<file path="src/core/tofflg_map.vh">
// Overview of operation
// - Five die temperature sensors each drive their own hot flag in the hot register.
// - Hot register bit 4 sets when the general die sensor exceeds the hot threshold.
// - Hot register bit 3 sets when the termination regulator sensor runs hot.
// - Hot register bit 2 sets when the top-right corner sensor runs hot.
// - Hot register bit 1 sets when the top-left corner sensor runs hot.
// - Hot register bit 0 sets when the bottom-right corner sensor runs hot.
// - Overcurrent bit 2 sets on low-side overcurrent of controller six.
// - Overcurrent bit 1 sets on low-side overcurrent of controller two.
// - Overcurrent bit 0 sets on low-side overcurrent of controller one.
// - Flags stay set until the host writes one; writing zero changes nothing.
// - The hot flag register sits at offset B5h.
// - Overcurrent register sits at B6h; both registers read zero after reset.
// - A critical flag register at B4h holds the same five sensor flags.
`ifndef TOFFLG_MAP_VH
`define TOFFLG_MAP_VH

// Register offsets within the device map.
`define TOFFLG_OFS_CRIT        8'hB4
`define TOFFLG_OFS_HOT         8'hB5
`define TOFFLG_OFS_OC          8'hB6

// Register and field widths.
`define TOFFLG_REG_W           8
`define TOFFLG_TEMP_W          5
`define TOFFLG_OC_W            3

// Bit positions of the temperature sensor flags.
`define TOFFLG_BIT_DIE         4
`define TOFFLG_BIT_TERM        3
`define TOFFLG_BIT_TOP_RIGHT   2
`define TOFFLG_BIT_TOP_LEFT    1
`define TOFFLG_BIT_BOT_RIGHT   0

// Bit positions of the overcurrent flags.
`define TOFFLG_BIT_CTL_SIX     2
`define TOFFLG_BIT_CTL_TWO     1
`define TOFFLG_BIT_CTL_ONE     0

// Reset values.
`define TOFFLG_RST_REG         8'h00
`define TOFFLG_RST_TEMP        5'h00
`define TOFFLG_RST_OC          3'h0
`define TOFFLG_RST_BIT         1'h0

`endif

</file>
<file path="src/core/tofflg_top.v">
`timescale 1ns/10ps
`include "tofflg_map.vh"

// Thermal and overcurrent fault flag registers.
// The serial control engine outside this block turns host transactions
// into single-cycle register reads and writes on the port below.
module tofflg_top (
    input  wire       clk_sys,
    input  wire       reset,

    // Hot threshold comparators, high while a sensor is above threshold.
    input  wire       die_hot_sense,
    input  wire       termination_hot_sense,
    input  wire       top_right_hot_sense,
    input  wire       top_left_hot_sense,
    input  wire       bottom_right_hot_sense,

    // Critical threshold comparators, same five sensors.
    input  wire       die_crit_sense,
    input  wire       termination_crit_sense,
    input  wire       top_right_crit_sense,
    input  wire       top_left_crit_sense,
    input  wire       bottom_right_crit_sense,

    // Low-side FET overcurrent detectors of the step-down controllers.
    input  wire       controller_six_oc_sense,
    input  wire       controller_two_oc_sense,
    input  wire       controller_one_oc_sense,

    // Register access from the serial control engine.
    input  wire [7:0] reg_addr,
    input  wire       reg_wr_en,
    input  wire [7:0] reg_wr_data,
    input  wire       reg_rd_en,
    output wire [7:0] reg_rd_data,
    output wire       reg_rd_valid,
    output wire       reg_miss,

    // Live flag views for the rest of the power manager.
    output wire [7:0] temperature_critical_flags,
    output wire [7:0] temperature_hot_flags,
    output wire [7:0] overcurrent_flags,
    output wire       fault_active
);

    // Zero padding above the used fields of each register.
    localparam PAD_TEMP = `TOFFLG_REG_W - `TOFFLG_TEMP_W;
    localparam PAD_OC   = `TOFFLG_REG_W - `TOFFLG_OC_W;

    // Set requests gathered into field order.
    wire [`TOFFLG_TEMP_W-1:0] hot_set;
    wire [`TOFFLG_TEMP_W-1:0] crit_set;
    wire [`TOFFLG_OC_W-1:0]   oc_set;

    // Sticky flag fields.
    wire [`TOFFLG_TEMP_W-1:0] hot_field;
    wire [`TOFFLG_TEMP_W-1:0] crit_field;
    wire [`TOFFLG_OC_W-1:0]   oc_field;

    // Named views of the individual documented flags.
    wire                      termination_regulator_hot_flag;
    wire                      controller_six_overcurrent_flag;
    wire                      controller_two_overcurrent_flag;
    wire                      controller_one_overcurrent_flag;

    // Address decode.
    wire                      sel_crit;
    wire                      sel_hot;
    wire                      sel_oc;
    wire                      sel_any;

    // Write-one-to-clear strobes.
    wire                      wr_crit;
    wire                      wr_hot;
    wire                      wr_oc;

    // Full-width register images as the host sees them.
    wire [`TOFFLG_REG_W-1:0]  crit_image;
    wire [`TOFFLG_REG_W-1:0]  hot_image;
    wire [`TOFFLG_REG_W-1:0]  oc_image;

    // Read path.
    reg  [`TOFFLG_REG_W-1:0]  rd_mux;
    reg  [`TOFFLG_REG_W-1:0]  rd_data_ff;
    reg  [`TOFFLG_REG_W-1:0]  nxt_rd_data;
    reg                       rd_valid_ff;
    reg                       nxt_rd_valid;
    reg                       miss_ff;
    reg                       nxt_miss;

    // Each of the five sensors owns one hot flag bit.
    assign hot_set[`TOFFLG_BIT_DIE]       = die_hot_sense;
    assign hot_set[`TOFFLG_BIT_TERM]      = termination_hot_sense;
    assign hot_set[`TOFFLG_BIT_TOP_RIGHT] = top_right_hot_sense;
    assign hot_set[`TOFFLG_BIT_TOP_LEFT]  = top_left_hot_sense;
    assign hot_set[`TOFFLG_BIT_BOT_RIGHT] = bottom_right_hot_sense;

    // The critical flags use the same sensor to bit layout.
    assign crit_set[`TOFFLG_BIT_DIE]       = die_crit_sense;
    assign crit_set[`TOFFLG_BIT_TERM]      = termination_crit_sense;
    assign crit_set[`TOFFLG_BIT_TOP_RIGHT] = top_right_crit_sense;
    assign crit_set[`TOFFLG_BIT_TOP_LEFT]  = top_left_crit_sense;
    assign crit_set[`TOFFLG_BIT_BOT_RIGHT] = bottom_right_crit_sense;

    // Only three controllers have low-side current sensing.
    assign oc_set[`TOFFLG_BIT_CTL_SIX] = controller_six_oc_sense;
    assign oc_set[`TOFFLG_BIT_CTL_TWO] = controller_two_oc_sense;
    assign oc_set[`TOFFLG_BIT_CTL_ONE] = controller_one_oc_sense;

    // Decode is exact on all eight address bits; nothing aliases.
    assign sel_crit = (reg_addr == `TOFFLG_OFS_CRIT);
    assign sel_hot  = (reg_addr == `TOFFLG_OFS_HOT);
    assign sel_oc   = (reg_addr == `TOFFLG_OFS_OC);
    assign sel_any  = sel_crit | sel_hot | sel_oc;

    // A write reaches a bank only when its own address is selected.
    assign wr_crit = reg_wr_en & sel_crit;
    assign wr_hot  = reg_wr_en & sel_hot;
    assign wr_oc   = reg_wr_en & sel_oc;

    // Critical temperature flags.
    tofflg_w1c_bank #(
        .WIDTH    (`TOFFLG_TEMP_W)
    ) u_crit_bank (
        .clk_sys  (clk_sys),
        .reset    (reset),
        .set_in   (crit_set),
        .clr_wr   (wr_crit),
        .clr_data (reg_wr_data[`TOFFLG_TEMP_W-1:0]),
        .flags    (crit_field)
    );

    // Hot temperature flags, one per sensor.
    tofflg_w1c_bank #(
        .WIDTH    (`TOFFLG_TEMP_W)
    ) u_hot_bank (
        .clk_sys  (clk_sys),
        .reset    (reset),
        .set_in   (hot_set),
        .clr_wr   (wr_hot),
        .clr_data (reg_wr_data[`TOFFLG_TEMP_W-1:0]),
        .flags    (hot_field)
    );

    // Low-side overcurrent flags.
    tofflg_w1c_bank #(
        .WIDTH    (`TOFFLG_OC_W)
    ) u_oc_bank (
        .clk_sys  (clk_sys),
        .reset    (reset),
        .set_in   (oc_set),
        .clr_wr   (wr_oc),
        .clr_data (reg_wr_data[`TOFFLG_OC_W-1:0]),
        .flags    (oc_field)
    );

    // Reserved upper bits have no storage at all, so writes cannot land.
    assign crit_image = {{PAD_TEMP{1'h0}}, crit_field};
    assign hot_image  = {{PAD_TEMP{1'h0}}, hot_field};
    assign oc_image   = {{PAD_OC{1'h0}},   oc_field};

    // Named single-flag views, kept for the neighbouring fault logic.
    assign termination_regulator_hot_flag  = hot_field[`TOFFLG_BIT_TERM];
    assign controller_six_overcurrent_flag = oc_field[`TOFFLG_BIT_CTL_SIX];
    assign controller_two_overcurrent_flag = oc_field[`TOFFLG_BIT_CTL_TWO];
    assign controller_one_overcurrent_flag = oc_field[`TOFFLG_BIT_CTL_ONE];

    // Read multiplexer; an unmapped address reads as zero.
    always @* begin
        rd_mux = `TOFFLG_RST_REG;
        case (1'h1)
            sel_crit: begin
                rd_mux = crit_image;
            end
            sel_hot: begin
                rd_mux = hot_image;
            end
            sel_oc: begin
                rd_mux = oc_image;
            end
            default: begin
                rd_mux = `TOFFLG_RST_REG;
            end
        endcase
    end

    // Read data is captured from the flags before any same-cycle clear,
    // so a read-and-clear sequence never loses an event it reported.
    always @* begin
        nxt_rd_data  = rd_data_ff;
        nxt_rd_valid = 1'h0;
        if (reg_rd_en) begin
            nxt_rd_data  = rd_mux;
            nxt_rd_valid = 1'h1;
        end
    end

    // An access to an address outside this bank is flagged for one cycle,
    // letting the serial engine decide whether to refuse it.
    always @* begin
        nxt_miss = (reg_rd_en | reg_wr_en) & ~sel_any;
    end

    // Read and miss registers.
    always @(posedge clk_sys) begin
        if (reset) begin
            rd_data_ff  <= `TOFFLG_RST_REG;
            rd_valid_ff <= 1'h0;
            miss_ff     <= 1'h0;
        end else begin
            rd_data_ff  <= nxt_rd_data;
            rd_valid_ff <= nxt_rd_valid;
            miss_ff     <= nxt_miss;
        end
    end

    // Outputs.
    assign reg_rd_data  = rd_data_ff;
    assign reg_rd_valid = rd_valid_ff;
    assign reg_miss     = miss_ff;

    // Live flag views; these come straight from the flag flip-flops.
    assign temperature_critical_flags = crit_image;
    assign temperature_hot_flags      = hot_image;
    assign overcurrent_flags          = oc_image;

    // Summary of every flag, one flop deep from the sensors.
    assign fault_active = termination_regulator_hot_flag  |
                          controller_six_overcurrent_flag |
                          controller_two_overcurrent_flag |
                          controller_one_overcurrent_flag |
                          (|crit_field) | (|hot_field);

endmodule

</file>
<file path="src/core/tofflg_w1c_bank.v">
`timescale 1ns/10ps
`include "tofflg_map.vh"

// A row of sticky fault flags that the host clears by writing ones.
module tofflg_w1c_bank #(
    parameter WIDTH = 5
) (
    input  wire             clk_sys,
    input  wire             reset,
    input  wire [WIDTH-1:0] set_in,
    input  wire             clr_wr,
    input  wire [WIDTH-1:0] clr_data,
    output wire [WIDTH-1:0] flags
);

    reg  [WIDTH-1:0] flag_ff;
    wire [WIDTH-1:0] nxt_flag;

    genvar i;
    generate
        for (i = 0; i < WIDTH; i = i + 1) begin : g_bit
            // Set beats clear, so an event in the clearing cycle survives.
            assign nxt_flag[i] = set_in[i] |
                                 (flag_ff[i] & ~(clr_wr & clr_data[i]));
        end
    endgenerate

    // One process owns the whole row, so every bit has a single driver.
    always @(posedge clk_sys) begin
        if (reset) begin
            flag_ff <= {WIDTH{`TOFFLG_RST_BIT}};
        end else begin
            flag_ff <= nxt_flag;
        end
    end

    assign flags = flag_ff;

endmodule

</file>
<file path="config.mk">
export PLATFORM = sky130hd
export DESIGN_NAME = tofflg_top
export DESIGN_NICKNAME = d
export VERILOG_FILES = /design/src/core/tofflg_top.v /design/src/core/tofflg_w1c_bank.v
export VERILOG_INCLUDE_DIRS = /design/src /design/src/core
export SDC_FILE = /design/constraint.sdc
export NUM_CORES = 1
export LEC_CHECK = 0
export ABC_AREA = 1
export BUFFER_PORTS_ARGS = -buffer_cell sky130_fd_sc_hd__buf_2
export CAP_MARGIN = 20
export CORE_ASPECT_RATIO = 1.5
export CORE_MARGIN = 1
export CORE_UTILIZATION = 45
export DETAILED_ROUTE_END_ITERATION = 6
export HOLD_SLACK_MARGIN = 0.08
export PLACE_DENSITY_LB_ADDON = 0.12
export SLEW_MARGIN = 20
export SYNTH_ARGS = -nofsm -noshare
export SYNTH_HDL_FRONTEND = slang
export SYNTH_HIERARCHICAL = 1
export SYNTH_SLANG_ARGS = --single-unit
</file>
<file path="constraint.sdc">
create_clock -name clk_sys -period 2.3 [get_ports clk_sys]
set_clock_uncertainty 0.05 [all_clocks]
set_input_delay 0.46 -clock clk_sys [delete_from_list [all_inputs] [get_ports clk_sys]]
set_output_delay 0.46 -clock clk_sys [all_outputs]
set_load 0.005 [all_outputs]
</file>
# --- Word-level counts from Yosys, hierarchy flattened ---
# Cells that the tools add are included.
word_totals:
  ff_bits: 23
op_classes:
  n_bitwise: 65
  reduce_logical: 2
  n_mux: 4
  eq_ne: 3
op_table:
  columns: ["operator", "count"]
  rows:
  - ["$and A1 B1 Y1", 30]
  - ["$eq A8 B8 Y1 const B", 3]
  - ["$or A1 B1 Y1", 21]
  - ["$not A1 Y1", 14]
  - ["$reduce_or A5 Y1", 2]
  - ["$mux W8", 1]
  - ["$mux W5", 1]
  - ["$mux W3", 1]
  - ["$mux W1", 1]

# --- Depth between registers and ports, before layout ---
logic_depth:
  ltp_word: 6
  mapped_depth: 9
  mapped_depth_nobuf: 9

# --- By module ---
# Netlist, hierarchy kept.
modules_own_cells:
  columns: ["mod", "seq_area_each_um2", "cells_each", "area_each_um2", "n_inst"]
  rows:
  - ["tofflg_top", 140.1, 100, 611.8, 1]
  - ["tofflg_w1c_bank at u_crit_bank ...", 100.1, 25, 185.2, 2]
  - ["tofflg_w1c_bank at u_oc_bank", 60.1, 15, 112.6, 1]

# --- Worst setup path before layout ---
# Ideal clock, no wire load.
synth_timing:
  path_type: "in2reg"
  start: "input port reg_addr[3]"
  end: "register u_crit_bank.flag_ff[2] (netlist: u_crit_bank/flags[2])"
  arrival_time_ns: 1.211
  required_time_ns: 2.136
  n_path_buf: 0
  setup_slack_ns: 0.925
  setup_time_ns: 0.114
  path_stages: 8
  cell_sequence: "inv_2 nand2_2 nor2_4 nand2_1 nor2_1 nand2_1 nand2_1 a21oi_2"
synth_between:
  elab_chain_len: 6
synth_rtl:
  columns: ["element", "line_no", "rtl"]
  rows:
  - ["from (decl)", "tofflg_top.v:31", "input wire [7:0] reg_addr,"]
  - ["$eq A8 B8 Y1 (no line)", null, null]
  - ["$and A1 B1 Y1", "tofflg_top.v:117", "assign wr_crit = reg_wr_en & sel_crit;"]
  - ["named net wr_crit", "tofflg_top.v:73", "wire wr_crit;"]
  - ["$and A1 B1 Y1", "tofflg_w1c_bank.v:24", "(flag_ff[i] & ~(clr_wr & clr_data[i]));"]
  - ["$not A1 Y1", "tofflg_w1c_bank.v:24", null]
  - ["$and A1 B1 Y1", "tofflg_w1c_bank.v:24", null]
  - ["$or A1 B1 Y1", "tofflg_w1c_bank.v:23", "assign nxt_flag[i] = set_in[i] |"]
  - ["to (signal assigned)", "tofflg_w1c_bank.v:31", "flag_ff <= {WIDTH{`TOFFLG_RST_BIT}};"]
  - ["to (signal assigned)", "tofflg_w1c_bank.v:33", "flag_ff <= nxt_flag;"]
  - ["to (decl)", "tofflg_w1c_bank.v:16", "reg [WIDTH-1:0] flag_ff;"]
# The timed path passes the listed nets, and every way through them passes these cells.
# A chain may end at the register's enable or synchronous reset.

# --- Worst setup path after layout ---
layout_timing:
  start: "register u_oc_bank.flag_ff[2] (netlist: u_oc_bank/flags[2])"
  end: "output port fault_active"
layout_between:
  elab_chain_len: 5
layout_rtl:
  columns: ["element", "line_no", "rtl"]
  rows:
  - ["from (decl)", "tofflg_w1c_bank.v:16", null]
  - ["from (signal assigned)", "tofflg_w1c_bank.v:31", null]
  - ["from (signal assigned)", "tofflg_w1c_bank.v:33", null]
  - ["$or A1 B1 Y1", "tofflg_top.v:228", "assign fault_active = termination_regulator_hot_flag |"]
  - ["$or A1 B1 Y1", "tofflg_top.v:229", "controller_six_overcurrent_flag |"]
  - ["$or A1 B1 Y1", "tofflg_top.v:230", "controller_two_overcurrent_flag |"]
  - ["$or A1 B1 Y1", "tofflg_top.v:231", "controller_one_overcurrent_flag |"]
  - ["$or A1 B1 Y1", "tofflg_top.v:232", "(|crit_field) | (|hot_field);"]
  - ["to (decl)", "tofflg_top.v:43", "output wire fault_active"]
# No other way between the ends.

==> metrics.log <==
[metrics] Synth Area per Inst: 6.64 µm²
[metrics] required time of the worst setup path: 1790 ps
[metrics] CORE AREA: 0.00226 mm²
[metrics] starting density of the core: 48.4%
[metrics] postcts setup bufs: 0
[metrics] synth warn: 6
[metrics] hold path depth: 3
[metrics] Final nets: 250
[metrics] Reg-to-Reg Start: u_crit_bank/flags[0]
[metrics] setup repair after global routing missed its margin: no
[metrics] Yosys top cell by area: sky130_fd_sc_hd__dfxtp_1
[metrics] most used standard cell by instance count after synthesis: sky130_fd_sc_hd__nand2_1
[metrics] start point of the worst min-delay path: termination_hot_sense
[metrics] largest cells by area after synthesis: sky130_fd_sc_hd__dfxtp_1 (37%), sky130_fd_sc_hd__nand2_1 (15%), sky130_fd_sc_hd__buf_4 (9.6%), sky130_fd_sc_hd__inv_1 (8.6%), sky130_fd_sc_hd__nand3_1 (7.8%)
[metrics] parity-gate share of the synthesized area counting xor and xnor cells: 0%
[metrics] post-cts hold buffer count: 0
[metrics] Post-Route WL: 2390 µm
[metrics] count of port buffers added during placement: 50
[metrics] worst-case reg-to-reg path depth: 6
[metrics] power density over the cells: 496 mW/mm²
[metrics] die footprint: 0.00264 mm²
[metrics] cell count after synthesis: 165
[metrics] clock tree root buffer cell: sky130_fd_sc_hd__clkbuf_4
[metrics] initial antenna violation count: 0
[metrics] setup TNS after final layout: 0 ps
[metrics] static leakage: 0.747 nW
[metrics] Max Clock Freq: 578 MHz
[metrics] number of global-route vias before repair: 1022
[metrics] worst hold endpoint: u_hot_bank/flags[3]
[metrics] Horiz. Die Dim: 42.3 µm
[metrics] weighted congestion at the end of routability-driven global placement: 0.799
[metrics] cts bufs inserted: 3
[metrics] max_cap viols: 0
[metrics] number of gates given a new drive strength after cts: 0
[metrics] clock sinks: 20
[metrics] Layout area overhead: 20.9%
[metrics] Routed wire per std cell: 10.0 µm
[metrics] final critical path time including I/O delays and setup: 1730 ps
[metrics] drt first-iter violations: 22
[metrics] number of flops mapped to enable cells by yosys: 0
[metrics] latest clock arrival within the worst-skew pair: 300 ps
[metrics] detailed-route via count: 1131
[metrics] adder and majority gate portion of the synthesized area: 0%
[metrics] number of register bits inferred by synthesis: 20
[metrics] result of the run: completed
[metrics] share of cells above drive strength 1: 30.2%
[metrics] combined flip-flop and latch cell area: 400 µm²
[metrics] commonest cells in the netlist: sky130_fd_sc_hd__nand2_1 (45), sky130_fd_sc_hd__inv_1 (25), sky130_fd_sc_hd__dfxtp_1 (20), sky130_fd_sc_hd__nand3_1 (17), sky130_fd_sc_hd__a21oi_1 (15)
[metrics] DIE HEIGHT: 62.4 µm
[metrics] residual antenna-violating net count after detailed routing: 0
[metrics] # IOs: 68
[metrics] first-pass GRT wire length: 4040 µm
[metrics] total count of hold-check failures in the final report: 0
[metrics] share of Yosys cell area claimed by the top area cell type: 36.6%
[metrics] dominant combinational cell family by area after synthesis: simple AND/OR/NAND/NOR gates
[metrics] largest fanout on the critical path: 4
[metrics] post-layout total power: 0.000657 W
[metrics] number of antenna repair diodes: 0
[metrics] GRT Resource Usage Total: 19.3%
[metrics] number of pins with negative max-slew slack in the final report: 0
[metrics] half-perimeter wire length after placement: 1880 µm
[metrics] CTS H-Tree Depth: 1
[metrics] share of synthesized area spent on multiplexers: 0%
[metrics] sequential fraction of the synthesis area: 36.6%
[metrics] number of fill cells in the layout: 227
[metrics] pin count of the biggest net entering global routing: 21
[metrics] row count: 21
[metrics] maximum root-to-sink buffer count: 2
[metrics] per-cell via count in the routed design: 4.75
[metrics] share of the synthesized area in compound gates (AO/OA/AOI/OAI): 9.26%
[metrics] Hold Crit Class: in -> reg
[metrics] cell area after synthesis: 0.00109 mm²
[metrics] Worst EP arrival: 1220 ps
[metrics] Yosys cell types: 18
[metrics] Crit Path Class: reg -> out
[metrics] simple logic cell fraction of the synthesized area: 33.1%
[metrics] most instantiated flip-flop cell in the synthesis netlist: sky130_fd_sc_hd__dfxtp_1
[metrics] grt ovf: 0
[metrics] Setup violations, final: 0
[metrics] area occupied by multi-input gates: 517 µm²
[metrics] r2r endpoint: reg_rd_data[0]
[metrics] setup slack, reg-to-reg: 1390 ps
[metrics] Post-synth ARST share: 0%
[metrics] CP Launch Type: flip-flop
[metrics] IR drop worst, VDD: 338 µV
[metrics] element type at the critical path end: primary output
[metrics] register clock-pin slew on the reported worst setup and hold paths: 100 ps
[metrics] CTS tree: built
[metrics] DRC violation count after routing: 0
[metrics] fin crit share: 75.2%
[metrics] TritonRoute pass-1 iters: 4
-- area by class of cell --
type / count / area share (%)
Clock buffer: 3 / 1.70
Inverter: 28 / 7.94
Multi-Input combinational cell: 114 / 39.0
Sequential cell: 20 / 30.2
Tap cell: 23 / 2.17
Timing Repair Buffer: 50 / 18.9
-- metrics by stage --
step,hold slack [ps],utilization [%],setup WS (ps),instance area (µm²),instances
6_report,337,58.6,571,1320,238
5_1_grt,338,58.6,439,1320,238
4_1_cts,331,58.6,570,1320,238
3_5_place_dp,407,57.6,425,1300,235
3_3_place_gp,403,57.6,457,1300,235
2_1_floorplan,405,-,925,1140,178
-- report_power, final --
| part | internal (W) | switching (W) | total (W) |
|---|---|---|---|
| registers | 0.000367 | 0.0000189 | 0.000385 |
| clock network | 0.0000611 | 0.0000985 | 0.000160 |
| logic | 0.0000511 | 0.0000607 | 0.000112 |
| total | 0.000479 | 0.000178 | 0.000657 |
-- state kept, by name (all words and copies together), names as in the netlist --
name / cells
u_oc_bank/flags: 3
u_crit_bank/flags: 5
reg_miss: 1
u_hot_bank/flags: 5
reg_rd_data: 5
reg_rd_valid: 1
-- routing by layer --
| layer | share of wire [%] | wire, µm | vias to the layer above | global-route usage, % |
|---|---|---|---|---|
| li1 | - | - | 580 | - |
| met2 | 51 | 1220 | 60 | 35.4 |
| met5 | 0 | 0 | - | 0 |
| met4 | 1.8 | 44 | 0 | 8.20 |
| met3 | 6.0 | 144 | 7 | 1.73 |
| met1 | 41 | 973 | 484 | 21.8 |
-- kinds of logic (layout without fill, tap and decap cells) --
logic type / after synthesis / count (layout)
buffers and inverters: 44 / 81
other: 1 / 14
AO/OA/AOI/OAI: 18 / 18
AND/OR/NAND/NOR: 82 / 82
flip-flops: 20 / 20
-- placed cells by master (no fill, tap or decap) --
cell and n:
sky130_fd_sc_hd__clkbuf_4 3, sky130_fd_sc_hd__nor3_1 1, sky130_fd_sc_hd__inv_1 25, sky130_fd_sc_hd__nand2_2 3, sky130_fd_sc_hd__dfxtp_1 20, sky130_fd_sc_hd__nor2_4 2
sky130_fd_sc_hd__nor4_1 2, sky130_fd_sc_hd__nor2_1 10, sky130_fd_sc_hd__conb_1 14, sky130_fd_sc_hd__nand4_1 1, sky130_fd_sc_hd__nand2_1 45, sky130_fd_sc_hd__nor2_2 1
sky130_fd_sc_hd__buf_2 50, sky130_fd_sc_hd__a21oi_1 15, sky130_fd_sc_hd__a21oi_2 3, sky130_fd_sc_hd__inv_2 3, sky130_fd_sc_hd__nand3_1 17
-- how the worst max path moves through the flow --
stage | start | endpoint
floorplan | reg_addr[3] | u_crit_bank/flags[2]
global placement | reg_addr[6] | u_crit_bank/flags[2]
detailed placement | reg_addr[6] | u_crit_bank/flags[2]
CTS | u_oc_bank/flags[2] | fault_active
global route | u_hot_bank/flags[1] | fault_active
finish | u_oc_bank/flags[2] | fault_active
-- worst max-delay path: stages (launching register included) --
cell,delay (ps)
sky130_fd_sc_hd__dfxtp_1,360
sky130_fd_sc_hd__nor4_1,310
sky130_fd_sc_hd__nand4_1,120
sky130_fd_sc_hd__buf_2,150
(Power assumes the default switching activity.)
